File: config.mk
export PLATFORM = sky130hd
export DESIGN_NAME = alarm_detector
export DESIGN_NICKNAME = d
export VERILOG_FILES = /design/src/shared/alarm_detector_pkg.sv /design/src/verilog/alarm_detector.sv
export SDC_FILE = /design/constraint.sdc
export NUM_CORES = 1
export LEC_CHECK = 0
export ABC_AREA = 1
export BUFFER_PORTS_ARGS = -buffer_cell sky130_fd_sc_hd__clkbuf_2
export CORE_ASPECT_RATIO = 0.8
export CORE_MARGIN = 5
export CORE_UTILIZATION = 50
export DETAILED_ROUTE_END_ITERATION = 6
export HOLD_SLACK_MARGIN = 0.1
export PLACE_DENSITY = 0.67
export SKIP_CTS_REPAIR_TIMING = 1
export SYNTH_ARGS = -nofsm -noshare
export SYNTH_HDL_FRONTEND = slang
export SYNTH_SLANG_ARGS = --single-unit
File: constraint.sdc
create_clock -name ref_clk -period 5.8 [get_ports ref_clk]
set_input_delay 0.29 -clock ref_clk [delete_from_list [all_inputs] [get_ports ref_clk]]
set_output_delay 0.29 -clock ref_clk [all_outputs]
set_load 0.05 [all_outputs]
File: src/shared/alarm_detector_pkg.sv
// Constants for the receive alarm detector
package alarm_detector_pkg;

  // ==========================================================
  // Register offsets
  localparam logic [7:0] OFS_VALID   = 8'h2a;
  localparam logic [7:0] OFS_CFG     = 8'h2c;
  localparam logic [7:0] OFS_IEN     = 8'h2d;
  localparam logic [7:0] OFS_IST     = 8'h2e;
  localparam logic [7:0] OFS_DET     = 8'h2f;

  // ==========================================================
  // Field positions
  localparam int VALID_AVC_BIT  = 1;
  localparam int CFG_JAPAN_BIT  = 5;
  localparam int CFG_ESF_BIT    = 4;
  localparam int IEN_FAST_BIT   = 4;
  localparam int IEN_YEL_BIT    = 2;
  localparam int IEN_RED_BIT    = 1;
  localparam int IEN_AIS_BIT    = 0;
  localparam int IST_CHG_LSB    = 3;
  localparam int IST_YEL_BIT    = 2;
  localparam int IST_RED_BIT    = 1;
  localparam int IST_AIS_BIT    = 0;
  localparam int DET_SYNC_LOSS_SEEN_BIT   = 2;
  localparam int DET_REMOTE_INDICATION_SEEN_BIT   = 1;
  localparam int DET_ALL_ONES_SEEN_BIT   = 0;

  // ==========================================================
  // Reset values of control fields
  localparam logic [7:0] CFG_RST   = 8'h00;
  localparam logic [7:0] IEN_RST   = 8'h00;
  localparam logic       AVC_RST   = 1'b0;

  // ==========================================================
  // Timing
  localparam int CLK_PERIOD_NS = 40;
  localparam int MS_TICK_NS    = 1000000;
  localparam int CYC_PER_MS    = MS_TICK_NS / CLK_PERIOD_NS;

  localparam logic [14:0] YEL_PERSIST_MS  = 15'd425;
  localparam logic [14:0] RED_SET_MS      = 15'd2550;
  localparam logic [14:0] RED_CLR_SLOW_MS = 15'd16600;
  localparam logic [14:0] RED_CLR_FAST_MS = 15'd120;
  localparam logic [14:0] AIS_SET_MS      = 15'd1500;
  localparam logic [14:0] AIS_CLR_SLOW_MS = 15'd16800;
  localparam logic [14:0] AIS_CLR_FAST_MS = 15'd180;
  localparam logic [5:0]  WIN_RED_MS      = 6'd40;
  localparam logic [5:0]  WIN_AIS_MS      = 6'd60;
  localparam logic [5:0]  WIN_YEL_MS      = 6'd40;
  localparam logic [5:0]  WIN_YEL_FAST_MS = 6'd20;
  localparam logic [2:0]  ESF_ABSENT_MS   = 3'd4;

  // ==========================================================
  // Detection thresholds and patterns
  localparam logic [4:0]  SF_T1_MAX_ONES  = 5'd16;
  localparam logic [4:0]  SF_J1_MAX_ZEROS = 5'd2;
  localparam logic [6:0]  AIS_ZERO_LIMIT  = 7'd127;
  localparam logic [15:0] ESF_YEL_T1      = 16'hff00;
  localparam logic [15:0] ESF_YEL_J1      = 16'hffff;
  localparam logic [3:0]  ACK_OF10        = 4'd8;
  localparam logic [3:0]  ACK_OF5         = 4'd4;

endpackage : alarm_detector_pkg

File: src/verilog/alarm_detector.sv
// Receive alarm detector: yellow, red and ALL_ONES_ALARM_STATE with change flags
//
// Contract
// RULE1: Japan variant bit picks T1 (0) or J1 (1) yellow rules.
// RULE2: Format bit picks SF (0) or ESF (1) detection rules.
// RULE3: Red clears after 16.6 s, ALL_ONES_ALARM_STATE after 16.8 s; fast: 120/180 ms.
// RULE4: Interrupt output low while an enabled change flag is set.
// RULE5: Change flag sets when its alarm state toggles either way.
// RULE6: Reading interrupt status clears all change flags.
// RULE7: Yellow state follows yellow indication after 425 ms either way.
// RULE8: Red sets after sync-loss indicator holds 1 for 2.55 s.
// RULE9: ALL_ONES_ALARM_STATE sets after ALL_ONES_ALARM_STATE indication holds 1 for 1.5 s.
// RULE10: Sync-loss indicator is 1 if sync was lost in the last 40 ms.
// RULE11: Yellow window 40 ms; ESF fast 20 ms; ESF absence after 4 ms.
// RULE12: T1 SF yellow when channel bit 2 was 1 at most 16 times.
// RULE13: J1 SF yellow when frame-12 F-bit was 0 at most 2 times.
// RULE14: ESF yellow pattern on data link is FF00 (T1) or FFFF (J1).
// RULE15: ESF yellow accepted on 8 of 10 codes, or 4 of 5 codes.
// RULE16: ALL_ONES_ALARM_STATE indication when out of sync all 60 ms with <127 zeros.
// RULE17: Validation bit selects 8-of-10 or 4-of-5 code acceptance.
// RULE18: All windows and timers run from a millisecond tick.
`timescale 1ns/100ps
module alarm_detector #(
  parameter int MS_CYCLES = alarm_detector_pkg::CYC_PER_MS
) (
  // Clock and reset
  input  wire logic       ref_clk,
  input  wire logic       reset,
  // Register port
  input  wire logic [7:0] addr,
  input  wire logic [7:0] wr_data,
  input  wire logic       wr_en,
  input  wire logic       rd_en,
  output logic      [7:0] rd_data,
  // Receive framer stream
  input  wire logic       rx_bit_en,
  input  wire logic       rx_bit,
  input  wire logic       rx_chan_bit2,
  input  wire logic       rx_frame12_fbit,
  input  wire logic       rx_dl_en,
  input  wire logic       rx_dl_bit,
  input  wire logic       rx_in_frame,
  // Interrupt
  output logic            irq_n
);
  import alarm_detector_pkg::*;

  // ==========================================================
  // Elaboration check
  if (MS_CYCLES < 16 || MS_CYCLES > 65535) begin : g_bad_ms
    $error("MS_CYCLES must lie in 16..65535");
  end

  localparam logic [15:0] TICK_LAST = 16'(MS_CYCLES - 1);

  // ==========================================================
  // State
  typedef struct packed {
    logic [15:0] tick_cnt;
    logic        tick;
    logic        japan;
    logic        esf;
    logic        fast;
    logic        code_validation_select;
    logic [2:0]  ien;
    logic [2:0]  chg;
    logic        remote_alarm_state;
    logic        loss_frame_alarm_state;
    logic        all_ones_alarm_state;
    logic        remote_indication_seen;
    logic        sync_loss_seen;
    logic        all_ones_seen;
    logic [5:0]  red_win;
    logic        red_acc;
    logic [5:0]  ais_win;
    logic        ais_oof_all;
    logic [6:0]  zero_cnt;
    logic [5:0]  yel_win;
    logic [4:0]  sf_cnt;
    logic        esf_seen;
    logic [2:0]  esf_idle;
    logic [15:0] dl_sh;
    logic [3:0]  dl_bits;
    logic [9:0]  match_hist;
    logic        esf_ack;
    logic [14:0] yel_cnt;
    logic [14:0] red_cnt;
    logic [14:0] ais_cnt;
    logic [7:0]  rdata;
    logic        irq_n;
  } state_s;

  localparam state_s STATE_RST = '{irq_n: 1'b1, default: '0};

  state_s s;
  state_s n;

  // ==========================================================
  // Functions
  function automatic logic [3:0] ones(input logic [9:0] v);
    logic [3:0] c;
    c = 4'h0;
    for (int i = 0; i < 10; i++) begin
      c = c + {3'h0, v[i]};
    end
    return c;
  endfunction : ones

  // Returns {state, count}; count runs while input differs from state
  function automatic logic [15:0] persist_step(
    input logic        st,
    input logic        din,
    input logic        tick,
    input logic [14:0] cnt,
    input logic [14:0] lim
  );
    logic        ns;
    logic [14:0] nc;
    ns = st;
    nc = cnt;
    if (din == st) begin
      nc = 15'h0;
    end else if (tick) begin
      if (cnt >= lim - 15'h1) begin
        ns = din;
        nc = 15'h0;
      end else begin
        nc = cnt + 15'h1;
      end
    end
    return {ns, nc};
  endfunction : persist_step

  // ==========================================================
  // Next state
  logic        oof;
  logic        sf_evt;
  logic [5:0]  yel_len;
  logic [15:0] code;
  logic [15:0] pat;
  logic [9:0]  hist;
  logic [6:0]  zeros_now;
  logic [4:0]  sf_now;
  logic [14:0] red_lim;
  logic [14:0] ais_lim;
  logic        ist_read;

  always_comb begin
    n         = s;
    oof       = ~rx_in_frame;
    ist_read  = rd_en && (addr == OFS_IST);
    code      = {s.dl_sh[14:0], rx_dl_bit};
    pat       = s.japan ? ESF_YEL_J1 : ESF_YEL_T1;               // RULE14
    hist      = {s.match_hist[8:0], code == pat};
    zeros_now = s.zero_cnt;
    sf_now    = s.sf_cnt;
    red_lim   = s.loss_frame_alarm_state ? (s.fast ? RED_CLR_FAST_MS : RED_CLR_SLOW_MS)
                      : RED_SET_MS;                             // RULE3
    ais_lim   = s.all_ones_alarm_state ? (s.fast ? AIS_CLR_FAST_MS : AIS_CLR_SLOW_MS)
                      : AIS_SET_MS;                             // RULE3
    yel_len   = (s.esf && s.code_validation_select) ? WIN_YEL_FAST_MS : WIN_YEL_MS; // RULE11

    // Millisecond tick
    n.tick = 1'b0;
    if (s.tick_cnt == TICK_LAST) begin                          // RULE18
      n.tick_cnt = 16'h0;
      n.tick     = 1'b1;
    end else begin
      n.tick_cnt = s.tick_cnt + 16'h1;
    end

    // Register writes
    if (wr_en) begin
      if (addr == OFS_CFG) begin
        n.japan = wr_data[CFG_JAPAN_BIT];                       // RULE1
        n.esf   = wr_data[CFG_ESF_BIT];                         // RULE2
      end else if (addr == OFS_IEN) begin
        n.fast  = wr_data[IEN_FAST_BIT];
        n.ien   = {wr_data[IEN_YEL_BIT], wr_data[IEN_RED_BIT],
                   wr_data[IEN_AIS_BIT]};
      end else if (addr == OFS_VALID) begin
        n.code_validation_select   = wr_data[VALID_AVC_BIT];                       // RULE17
      end
    end

    // Sync-loss window
    if (oof) begin
      n.red_acc = 1'b1;
    end
    if (s.tick) begin
      if (s.red_win == WIN_RED_MS - 6'h1) begin
        n.sync_loss_seen    = s.red_acc | oof;                            // RULE10
        n.red_acc = 1'b0;
        n.red_win = 6'h0;
      end else begin
        n.red_win = s.red_win + 6'h1;
      end
    end

    // ALL_ONES_ALARM_STATE window
    if (rx_bit_en && !rx_bit && s.zero_cnt != AIS_ZERO_LIMIT) begin
      zeros_now = s.zero_cnt + 7'h1;
    end
    n.zero_cnt    = zeros_now;
    n.ais_oof_all = s.ais_oof_all & oof;
    if (s.tick) begin
      if (s.ais_win == WIN_AIS_MS - 6'h1) begin
        n.all_ones_seen        = s.ais_oof_all & oof &
                        (zeros_now < AIS_ZERO_LIMIT);           // RULE16
        n.ais_oof_all = 1'b1;
        n.zero_cnt    = 7'h0;
        n.ais_win     = 6'h0;
      end else begin
        n.ais_win = s.ais_win + 6'h1;
      end
    end

    // SF yellow counting
    sf_evt = s.japan ? (rx_bit_en & rx_frame12_fbit & ~rx_bit)  // RULE13
                     : (rx_bit_en & rx_chan_bit2 & rx_bit);     // RULE12
    if (sf_evt && s.sf_cnt != 5'h1f) begin
      sf_now = s.sf_cnt + 5'h1;
    end
    n.sf_cnt = sf_now;

    // ESF data-link code check
    if (rx_dl_en) begin
      n.dl_sh = code;
      if (s.dl_bits == 4'hf) begin
        n.dl_bits    = 4'h0;
        n.match_hist = hist;
        n.esf_ack    = s.code_validation_select ? (ones({5'h0, hist[4:0]}) >= ACK_OF5)
                             : (ones(hist) >= ACK_OF10);        // RULE15
      end else begin
        n.dl_bits = s.dl_bits + 4'h1;
      end
    end
    if (n.esf_ack) begin
      n.esf_seen = 1'b1;
      n.esf_idle = 3'h0;
    end else if (s.tick && s.esf_idle != ESF_ABSENT_MS) begin
      n.esf_idle = s.esf_idle + 3'h1;
    end
    if (s.esf && n.esf_idle == ESF_ABSENT_MS) begin
      n.remote_indication_seen = 1'b0;                                            // RULE11
    end

    // Yellow window
    if (s.tick) begin
      if (s.yel_win >= yel_len - 6'h1) begin
        if (!s.esf) begin                                       // RULE2
          n.remote_indication_seen = s.japan ? (sf_now <= SF_J1_MAX_ZEROS)        // RULE13
                           : (sf_now <= SF_T1_MAX_ONES);        // RULE12
        end else if (n.esf_seen) begin
          n.remote_indication_seen = 1'b1;                                        // RULE11
        end
        n.sf_cnt   = 5'h0;
        n.esf_seen = n.esf_ack;
        n.yel_win  = 6'h0;
      end else begin
        n.yel_win = s.yel_win + 6'h1;
      end
    end

    // Persistence
    {n.remote_alarm_state, n.yel_cnt} = persist_step(s.remote_alarm_state, s.remote_indication_seen, s.tick,
                                      s.yel_cnt, YEL_PERSIST_MS); // RULE7
    {n.loss_frame_alarm_state, n.red_cnt} = persist_step(s.loss_frame_alarm_state, s.sync_loss_seen, s.tick,
                                      s.red_cnt, red_lim);        // RULE8
    {n.all_ones_alarm_state, n.ais_cnt} = persist_step(s.all_ones_alarm_state, s.all_ones_seen, s.tick,
                                      s.ais_cnt, ais_lim);        // RULE9

    // Change flags: a toggle in the read cycle survives the clear
    n.chg = (ist_read ? 3'h0 : s.chg) |                         // RULE6
            {n.remote_alarm_state ^ s.remote_alarm_state, n.loss_frame_alarm_state ^ s.loss_frame_alarm_state, n.all_ones_alarm_state ^ s.all_ones_alarm_state};      // RULE5
    n.irq_n = ~|(n.chg & n.ien);                                // RULE4

    // Read data, valid one cycle after the strobe
    n.rdata = 8'h00;
    if (rd_en) begin
      if (addr == OFS_CFG) begin
        n.rdata[CFG_JAPAN_BIT] = s.japan;
        n.rdata[CFG_ESF_BIT]   = s.esf;
      end else if (addr == OFS_IEN) begin
        n.rdata[IEN_FAST_BIT] = s.fast;
        n.rdata[IEN_YEL_BIT]  = s.ien[2];
        n.rdata[IEN_RED_BIT]  = s.ien[1];
        n.rdata[IEN_AIS_BIT]  = s.ien[0];
      end else if (addr == OFS_IST) begin
        n.rdata[IST_CHG_LSB +: 3] = s.chg;
        n.rdata[IST_YEL_BIT]      = s.remote_alarm_state;
        n.rdata[IST_RED_BIT]      = s.loss_frame_alarm_state;
        n.rdata[IST_AIS_BIT]      = s.all_ones_alarm_state;
      end else if (addr == OFS_DET) begin
        n.rdata[DET_SYNC_LOSS_SEEN_BIT] = s.sync_loss_seen;
        n.rdata[DET_REMOTE_INDICATION_SEEN_BIT] = s.remote_indication_seen;
        n.rdata[DET_ALL_ONES_SEEN_BIT] = s.all_ones_seen;
      end else if (addr == OFS_VALID) begin
        n.rdata[VALID_AVC_BIT] = s.code_validation_select;
      end
    end
  end

  // ==========================================================
  // Registers
  always_ff @(posedge ref_clk or posedge reset) begin
    if (reset) begin
      s <= STATE_RST;
    end else begin
      s <= n;
    end
  end

  assign rd_data = s.rdata;
  assign irq_n   = s.irq_n;

  // ==========================================================
  // Assertions
  irq_level_a: assert property (@(posedge ref_clk) disable iff (reset) // RULE4
    irq_n == !(|(s.chg & s.ien)))
    else $error("interrupt output disagrees with enabled flags");

  change_set_a: assert property (@(posedge ref_clk) disable iff (reset) // RULE5
    ($changed(s.remote_alarm_state) |-> s.chg[2]) and ($changed(s.loss_frame_alarm_state) |-> s.chg[1])
    and ($changed(s.all_ones_alarm_state) |-> s.chg[0]))
    else $error("alarm toggled without change flag");

  read_clear_a: assert property (@(posedge ref_clk) disable iff (reset) // RULE6
    rd_en && addr == OFS_IST |=>
    s.chg == {$changed(s.remote_alarm_state), $changed(s.loss_frame_alarm_state), $changed(s.all_ones_alarm_state)})
    else $error("status read did not clear change flags");

  yel_persist_a: assert property (@(posedge ref_clk) disable iff (reset) // RULE7
    $changed(s.remote_alarm_state) |->
    $past(s.yel_cnt) == YEL_PERSIST_MS - 15'h1 && $past(s.tick))
    else $error("yellow state changed before 425 ms");

  red_set_a: assert property (@(posedge ref_clk) disable iff (reset) // RULE8
    $rose(s.loss_frame_alarm_state) |-> $past(s.sync_loss_seen) && $past(s.red_cnt) == RED_SET_MS - 15'h1)
    else $error("red set without 2.55 s of sync loss");

  red_clear_a: assert property (@(posedge ref_clk) disable iff (reset) // RULE3
    $fell(s.loss_frame_alarm_state) |-> $past(s.red_cnt) ==
    ($past(s.fast) ? RED_CLR_FAST_MS : RED_CLR_SLOW_MS) - 15'h1)
    else $error("red cleared after wrong hold time");

  ais_set_a: assert property (@(posedge ref_clk) disable iff (reset) // RULE9
    $rose(s.all_ones_alarm_state) |-> $past(s.all_ones_seen) && $past(s.ais_cnt) == AIS_SET_MS - 15'h1)
    else $error("ALL_ONES_ALARM_STATE set without 1.5 s of indication");

  tick_gap_a: assert property (@(posedge ref_clk) disable iff (reset) // RULE18
    s.tick |=> !s.tick [*8])
    else $error("millisecond tick repeated too soon");

  sync_loss_seen_window_a: assert property (@(posedge ref_clk) disable iff (reset) // RULE10
    $changed(s.sync_loss_seen) |-> $past(s.tick) && s.red_win == 6'h0)
    else $error("sync-loss indicator moved off window end");

  ais_clear_a: assert property (@(posedge ref_clk) disable iff (reset) // RULE3
    $fell(s.all_ones_alarm_state) |-> $past(s.ais_cnt) ==
    ($past(s.fast) ? AIS_CLR_FAST_MS : AIS_CLR_SLOW_MS) - 15'h1)
    else $error("ALL_ONES_ALARM_STATE cleared after wrong hold time");

  all_ones_seen_window_a: assert property (@(posedge ref_clk) disable iff (reset) // RULE16
    $changed(s.all_ones_seen) |-> $past(s.tick) && s.ais_win == 6'h0)
    else $error("ALL_ONES_ALARM_STATE indicator moved off window end");

  chg_hold_a: assert property (@(posedge ref_clk) disable iff (reset) // RULE6
    !(rd_en && addr == OFS_IST) && s.chg[2] |=> s.chg[2])
    else $error("remote change flag lost without a status read");

endmodule : alarm_detector

==> results.md, run 1 <==
* Overflow after GRT at 0
* Drt first pass iters at 5
* Clock latency on the worst-skew pair at between 0.4 and 0.5 ns
* Die footprint at between 15000 and 20000 sq um
* IO Port Bufs at 30
* Multiplexer share of the synthesized area at less than 1%
* Nets@finish at 1145
* Flop pwr share at 42.7%
* Max Cap Violations at 0
* FF/Latch Area at 3750 sq um
* Crit-path max FO at 5
* Sw frac at 27.5%
* Die width at 154 microns
* Ys async rst share at 100%
* Fin util at 56.5%
* Area share of fa/ha/maj cells after synthesis at 6.62%
* LEAKAGE at 4.65 nW
* Worst slew margin at roughly 41%
* Top cell type's share of synthesized area at around 45%
* Worst Setup Start Kind: flip-flop
* Pin count of the biggest net entering global routing at 81
* Cell variety after synth at between 40 and 50
* Yosys warning total at 0
* Crit-path cells: inv_2 -> nor4_1 -> nand2_1 -> a21oi_1 -> fa_1 -> fa_1 -> inv_1 -> fa_1 -> inv_1 -> ha_1 -> nand2_1 -> a21oi_1 -> o21ai_0 -> nand2_1 -> nand2_1 -> nand3_1 -> nand2_1 -> nand2_1 -> nand2_1 -> inv_1
* Switching pwr at 0.792 mW
* Internal power at 2.09 mW
* Worst setup EP type: flip-flop
* Dpl hpwl at ~12000 microns
* Xor and xnor area share after synthesis at approximately 4.6%
* Worst path max stage delay at 0.49 ns
* Setup Viol. Count Final at 0
* Total Power Consumption at 2.88 mW
* Vias per inst at approximately 5
* Main combinational cell family by area after synthesis: simple AND/OR/NAND/NOR gates
* Status: finished clean
* Finished Layout Cells at 1309
* Multi-input combinational cell area at 3810 sq um
* Least-Margin Pin Slew at 0.879 ns
* EDFF count, synth at 0
* Post-Syn Instances at 1042
* CTS HTree Levels at 4
* Antenna Cells at 0
* Combinational Power Share at 16.6%
* Drt total wl at 16500 microns
* Clock transition at path regs at 0.06 ns
* Fill cells at 1481
* TritonCTS Buffers at 17
* Req. time, crit path at 6.12 ns
* Vias after detailed routing at between 6000 and 7000
* Hold Crit Class: input pin to flip-flop
* Main synth FF type: dfrtp_1
* Placed cell count at between 1000 and 1500
* Avg WL per Cell at 12.6 microns
* Sequential share of the synthesized area at 45.1%
* RSZ-0062 raised after global routing: no
* Worst EP arrival at ~4 ns
* Worst VDD drop at 0.182 mV
* Fin crit period at 3.67 ns
* Vias in the first global route at roughly 6300
* Max Buffers Root-to-Sink at 2
* Gpl congestion at 0.844
* Area after DPL at 8660 sq um
* GRT Overall Usage at 18.1%
* CTS Root Buffer Type: clkbuf_16
* Simple-gate share of the synthesized area at 26.1%
* Max-slew violations at 0
* CTS tree: done
* CTS sink count at 150
* ANT nets after route at 0
* Die height at 125 microns
* Layout cell share with drive strength beyond 1 at 9.37%
* Final non-filler cell area at 9300 sq um
* Synth Register Bits at 150
* Core area at between 15000 and 20000 sq um
* Final worst path period share at 63.2%
* Setup TNS at 0 ns
* FMAX at 273 MHz
* Clock Skew at 0.00965 ns
* Synth-to-Final Area Change at 11.7%
* Crit path kind: flip-flop to flip-flop
* Pwr per Cell Area at between 300 and 400 nW/um^2
* Syn_area_per_cell at around 8 sq um
* Drt drc at 0
* Global-route wire length before repair at 29100 microns
* Synth Area in Compound Gates at 8.00%
* I/O Pins at 36
* Initial antenna violation count at 0
* CP dominant cell by count: nand2_1
* Post-Syn Area at 8320 sq um
* Clock share of power at 40.7%
* Hold violation total from the final report at 0
* DR iter-0 viols at ~370
* Starting Density at between 50% and 60%
* FP Rows at 42
* Synth top area cells: dfrtp_1 (45%), nand2_1 (10%), inv_1 (7.5%)
* CP max-delay cell: fa_1
* Yosys top cell by area: dfrtp_1
## worst paths after layout
| kind | startpoint | endpoint | slack [ns] | cells after the start |
|---|---|---|---|---|
| hold / removal | rx_dl_bit | code[1] | 0.12 | 3 |
| max in group asynchronous | reset | s[107] | 3.93 | 4 |
| setup reg to reg | s[136] | s[123] | 2.13 | 20 |
| hold reg to reg | s[107] | s[107] | 0.49 | 2 |
| setup / recovery | s[136] | s[123] | 2.13 | 20 |
| min in group asynchronous | reset | s[29] | 0.53 | 3 |
## layer usage
layer / share of wire (%) / track usage [%] / vias to the layer above / wire length, microns
met2: 43 / 27.4 / 124 / 7170
met4: 1.1 / 4.67 / 0 / 176
li1: - / - / 3392 / -
met3: 4.6 / 5.08 / 19 / 767
met5: 0 / 0 / - / 0
met1: 51 / 25.9 / 2987 / 8420
## stage by stage
step           worst slack, ns  hold WS, ns
6_report                  2.13        0.121
5_1_grt                   1.72        0.118
4_1_cts                   2.11       0.0105
3_5_place_dp              2.12        0.463
3_3_place_gp              2.18        0.461
2_1_floorplan             1.48        0.394
## synth_stat cells (11+ instances only)
library cell,n
o21ai_0,52
nor2_1,110
nand4_1,20
nor4_1,11
nand3_1,70
dfrtp_1,149
ha_1,36
xor2_1,33
nor3_1,15
inv_1,166
o22ai_1,17
nand2_1,227
a21oi_1,33
## power by group through the flow
stage               registers, mW  clock network (mW)  logic, mW
floorplan                    1.23                   0      0.391
global placement             1.25                   0      0.470
detailed placement           1.25                   0      0.484
CTS                          1.23                1.20      0.486
global route                 1.25                1.24      0.576
finish                       1.23                1.17      0.477
## placed cells by master (no fill, tap or decap), types with 9 or more instances in the layout
cell type  netlist  final
a21oi_1         33     33
clkbuf_16        0     17
clkbuf_2         0     30
dfrtp_1        149    149
ha_1            36     36
inv_1          166    165
nand2_1        227    227
nand3_1         70     70
nand4_1         20     20
nor2_1         110    110
nor3_1          15     15
nor4_1          11     11
o21ai_0         52     52
o21ai_1         10     10
o22ai_1         17     17
xnor2_1          9      9
xor2_1          33     33
## critical path, delay by kind of cell (launching register included)
kind | cells | cell delay (ns)
compound gates | 3 | 0.44
simple gates | 9 | 0.90
fa+ha+maj | 4 | 1.59
buf+inv | 4 | 0.21
flops | 1 | 0.42
## registers in the layout, indices dropped and copies added, names as in the netlist
signal	cells
hist	9
rd_data	6
irq_n	1
code	15
s	119
## logic make-up after synthesis
kind of cell    after synthesis
xor+xnor                     43
mux                           3
buf+inv                     193
flops                       150
compound gates              122
simple gates                489
fa+ha+maj                    41
other cells                   1
## area by class of cell
class | count | share of cell area, %
repair buffers | 33 | 1.88
flip-flops and latches | 150 | 40.4
clock buffers | 22 | 5.10
clock inverters | 9 | 1.60
well taps | 220 | 2.96
multi-input cells | 701 | 41.0
inverters | 174 | 7.08
Power figures use the tool's default switching activity.
==> inputs of run 2 (changes only) <==
--- a/config.mk
+++ b/config.mk
@@ -5,14 +5,14 @@
 export SDC_FILE = /design/constraint.sdc
 export NUM_CORES = 1
 export LEC_CHECK = 0
-export ABC_AREA = 1
+export ABC_AREA = 0
 export BUFFER_PORTS_ARGS = -buffer_cell sky130_fd_sc_hd__clkbuf_2
 export CORE_ASPECT_RATIO = 0.8
 export CORE_MARGIN = 5
 export CORE_UTILIZATION = 50
 export DETAILED_ROUTE_END_ITERATION = 6
 export HOLD_SLACK_MARGIN = 0.1
-export PLACE_DENSITY = 0.67
+export PLACE_DENSITY = 0.7
 export SKIP_CTS_REPAIR_TIMING = 1
 export SYNTH_ARGS = -nofsm -noshare
 export SYNTH_HDL_FRONTEND = slang
==> constraint.sdc (replaced) <==
create_clock -name ref_clk -period 3.05 [get_ports ref_clk]
set_input_delay 0.1525 -clock ref_clk [delete_from_list [all_inputs] [get_ports ref_clk]]
set_output_delay 0.1525 -clock ref_clk [all_outputs]
set_load 0.05 [all_outputs]
==> run 2 against run 1 <==
Net effect: the run now ends with setup timing left; global-route usage grew 0.64 points; die area shrank 4.3%; largest power group unchanged; fmax shrank 5.9%.
==> results.md, run 2 <==
* Top cell type's share of synthesized area at 47.0% (+2.2 points)
* Hold Crit Class: input pin to flip-flop
* Post-Syn Area at 7930 sq um (-4.6%)
* Synth top area cells: dfrtp_1 (47%), ha_1 (5.7%), mux2_2 (5.3%)
* Crit path kind: flip-flop to flip-flop
* RSZ-0062 raised after global routing: yes
* Setup Viol. Count Final at 6 (+6)
* DR iter-0 viols at 288 (-23%)
* Worst EP arrival at 4.21 ns (+0.22 ns)
* Top Layer Used: met4
* GRT Overall Usage at 18.8% (+0.64 points)
* Least-Margin Pin Slew at 0.990 ns (+0.111 ns)
* Worst slew margin at 33.7% (-7.7 points)
* Crit-path max FO at 4 (-1)
* Max-slew violations at 0 (unchanged)
* Cell variety after synth at 70 (+46%)
* Worst setup EP type: flip-flop
* Overflow after GRT at 0 (unchanged)
* Worst VDD drop at 0.382 mV (+110%)
* HP Start: wr_en
* Flop pwr share at 44.4% (+1.7 points)
* Most common cell in the netlist: dfrtp_1
* Die height at 123 microns (-2.2%)
* Critical R2R Launch: code[7]
* EDFF count, synth at 0 (unchanged)
* Ys async rst share at 100% (unchanged)
* FP Rows at 41 (-2.4%)
* Gpl congestion at 0.845 (+0.11%)
* CTS tree: done
* Antenna Cells at 0 (unchanged)
* Die width at 151 microns (-2.2%)
* Commonest non-fill, non-tap cell in the layout: dfrtp_1
* Synth Register Bits at 150 (unchanged)
* Clock latency on the worst-skew pair at 0.43 ns (about the same)
* Placement Setup Slack at -0.793 ns (-2.92 ns)
* Clock Skew at 0.0152 ns (+0.00556 ns)
* Drt total wl at 15900 microns (-3.8%)
* Clock transition at path regs at 0.06 ns (about the same)
* Synth top cells by count: dfrtp_1 (149), nand2_1 (85), nor2_1 (74), o21ai_0 (42), mux2_2 (37)
* IO Port Bufs at 30 (unchanged)
* Flip-flop count of the largest register after layout at 119 (unchanged)
* Initial antenna violation count at 0 (unchanged)
* Largest Register: s
* Drt first pass iters at 5 (unchanged)
* Dpl hpwl at 11100 microns (-4.8%)
* Internal power at 4.05 mW (+94%)
* LEAKAGE at 4.32 nW (-7.2%)
* Clock share of power at 42.7% (+2.0 points)
* Max Cap Violations at 0 (unchanged)
* Combinational Power Share at 12.9% (-3.7 points)
* Core area at 15700 sq um (-4.6%)
* Failing checks: setup timing
* Fill cells at 1356 (-8.4%)
* Nets@finish at 918 (-20%)
* Pwr per Cell Area at 579 nW/um^2 (+87%)
* Main synth FF type: dfrtp_1
* DRT met1 WL at 8060 microns (-4.3%)
* Global-route wire length before repair at 27500 microns (-5.5%)
* Drt drc at 0 (unchanged)
* Syn_area_per_cell at 10.1 sq um (+26%)
* Synth-to-Final Area Change at 16.7%
* I/O Pins at 36 (unchanged)
* Fin crit period at 3.90 ns (+0.230 ns)
* CTS HTree Levels at 4 (unchanged)
* Max Buffers Root-to-Sink at 2 (unchanged)
* Sw frac at 24.5% (-3.0 points)
* Pin count of the biggest net entering global routing at 59 (-27%)
* Yosys top cell by area: dfrtp_1
* Most frequent cells in the layout: dfrtp_1 (149), nand2_1 (85), nor2_1 (71)
* Avg WL per Cell at 14.8 microns (+17%)
* Vias per inst at 5.40 (+8.3%)
* ANT nets after route at 0 (unchanged)
* Starting Density at 50.5% (about the same)
* CP startpoint: code[7]
* Yosys warning total at 0 (unchanged)
* Hold violation total from the final report at 0 (unchanged)
* CTS sink count at 150 (unchanged)
* Status: complete, but fails checks
* Post-Syn Instances at 788 (-24%)
* Vias after detailed routing at 5817 (-11%)
* TritonCTS Buffers at 17 (unchanged)
* Req. time, crit path at 3.36 ns (-2.76 ns)
* Final worst path period share at 128% (+65 points)
* Setup TNS at -4.04 ns (-4.04 ns)
* Die footprint at 18500 sq um (-4.3%)
* Sequential share of the synthesized area at 47.3% (+2.2 points)
* WL met2 at 6970 microns (-2.8%)
* FMAX at 257 MHz (-5.9%)
* Worst Setup Start Kind: flip-flop
* Switching pwr at 1.31 mW (+66%)
* Vias in the first global route at 5707 (-8.9%)
* Fin worst setup slack at -0.847 ns (-2.98 ns)
* CTS Root Buffer Type: clkbuf_16
* Layout cell share with drive strength beyond 1 at 17.8% (+8.5 points)
* Met3 WL at 635 microns (-17%)
[run 2: cell count changes after synthesis, moves of 10 or more]
| cell | change |
|---|---|
| o22ai_1 | -13 |
| o21ai_0 | -10 |
| inv_1 | -132 |
| nor2_1 | -36 |
| xnor2_1 | +12 |
| mux2_2 | +36 |
| nor2b_1 | +14 |
| a21oi_1 | -14 |
| nand2_1 | -142 |
| nand3_1 | -36 |
| nand2b_1 | +12 |
| xor2_1 | -10 |
[run 2: critical path, stage by stage (launching register included)]
cell and delay (ns):
dfrtp_1 0.41, nor4_2 0.28, a31oi_1 0.13, nor3_2 0.25, fa_1 0.46, fa_1 0.49, inv_1 0.05, fa_1 0.48
inv_1 0.04, ha_2 0.15, a21o_1 0.19, a211oi_2 0.29, o31ai_4 0.13, buf_4 0.15, buf_6 0.12, a21o_1 0.15
[run 2: cells by family after synthesis]
logic type / synth area share (%)
AOI/OAI and AO/OA: 11.6
xor gates and xnor gates: 4.86
adders and majority gates: 6.94
buffers and inverters: 3.23
DFF: 47.3
muxes: 6.26
other: 0.0473
and+or+nand+nor: 19.8
[run 2: worst paths after layout]
kind | end | slack, ns | cells past startpoint
max | s[88] | -0.85 | 15
min | s[133] | 0.11 | 3
max reg2reg | s[88] | -0.85 | 15
min reg2reg | s[138] | 0.46 | 1
max in group asynchronous | irq_n | 1.82 | 4
min in group asynchronous | s[151] | 0.43 | 3
[run 2: layer usage]
metal / global-route usage [%] / up-vias
li1: - / 2915
met1: 27.5 / 2790
met2: 27.5 / 95
met3: 4.76 / 17
met4: 5.72 / 0
met5: 0 / -
[run 2: stage by stage]
| stage | instance area (sq um) | hold WS (ns) | cells | util [%] | power, mW |
|---|---|---|---|---|---|
| 2_1_floorplan | 7960 | 0.303 | 790 | - | 2.84 |
| 3_3_place_gp | 8460 | 0.348 | 1035 | 53.9 | 3.04 |
| 3_5_place_dp | 8460 | 0.354 | 1035 | 53.9 | 3.07 |
| 4_1_cts | 9110 | -0.101 | 1067 | 58.1 | 5.39 |
| 5_1_grt | 9260 | 0.116 | 1078 | 59.0 | 5.65 |
| 6_report | 9260 | 0.111 | 1078 | 59.0 | 5.36 |
[run 2: layout make-up]
cell class                 count  area (sq um)  share of cell area [%]
inverter                      34           131                    1.42
tap                          215           269                    2.90
clock buffer                  25           515                    5.57
clock inverter                 7           139                    1.50
multi-input combinational    582          3990                    43.0
timing repair buffer          65           467                    5.04
sequential                   150          3750                    40.5
[run 2: power groups by stage]
stage	registers, mW	clock network, mW	logic [mW]
2_1_floorplan	2.37	0	0.465
3_3_place_gp	2.40	0	0.642
3_5_place_dp	2.41	0	0.659
4_1_cts	2.38	2.35	0.662
5_1_grt	2.42	2.45	0.789
6_report	2.38	2.29	0.690
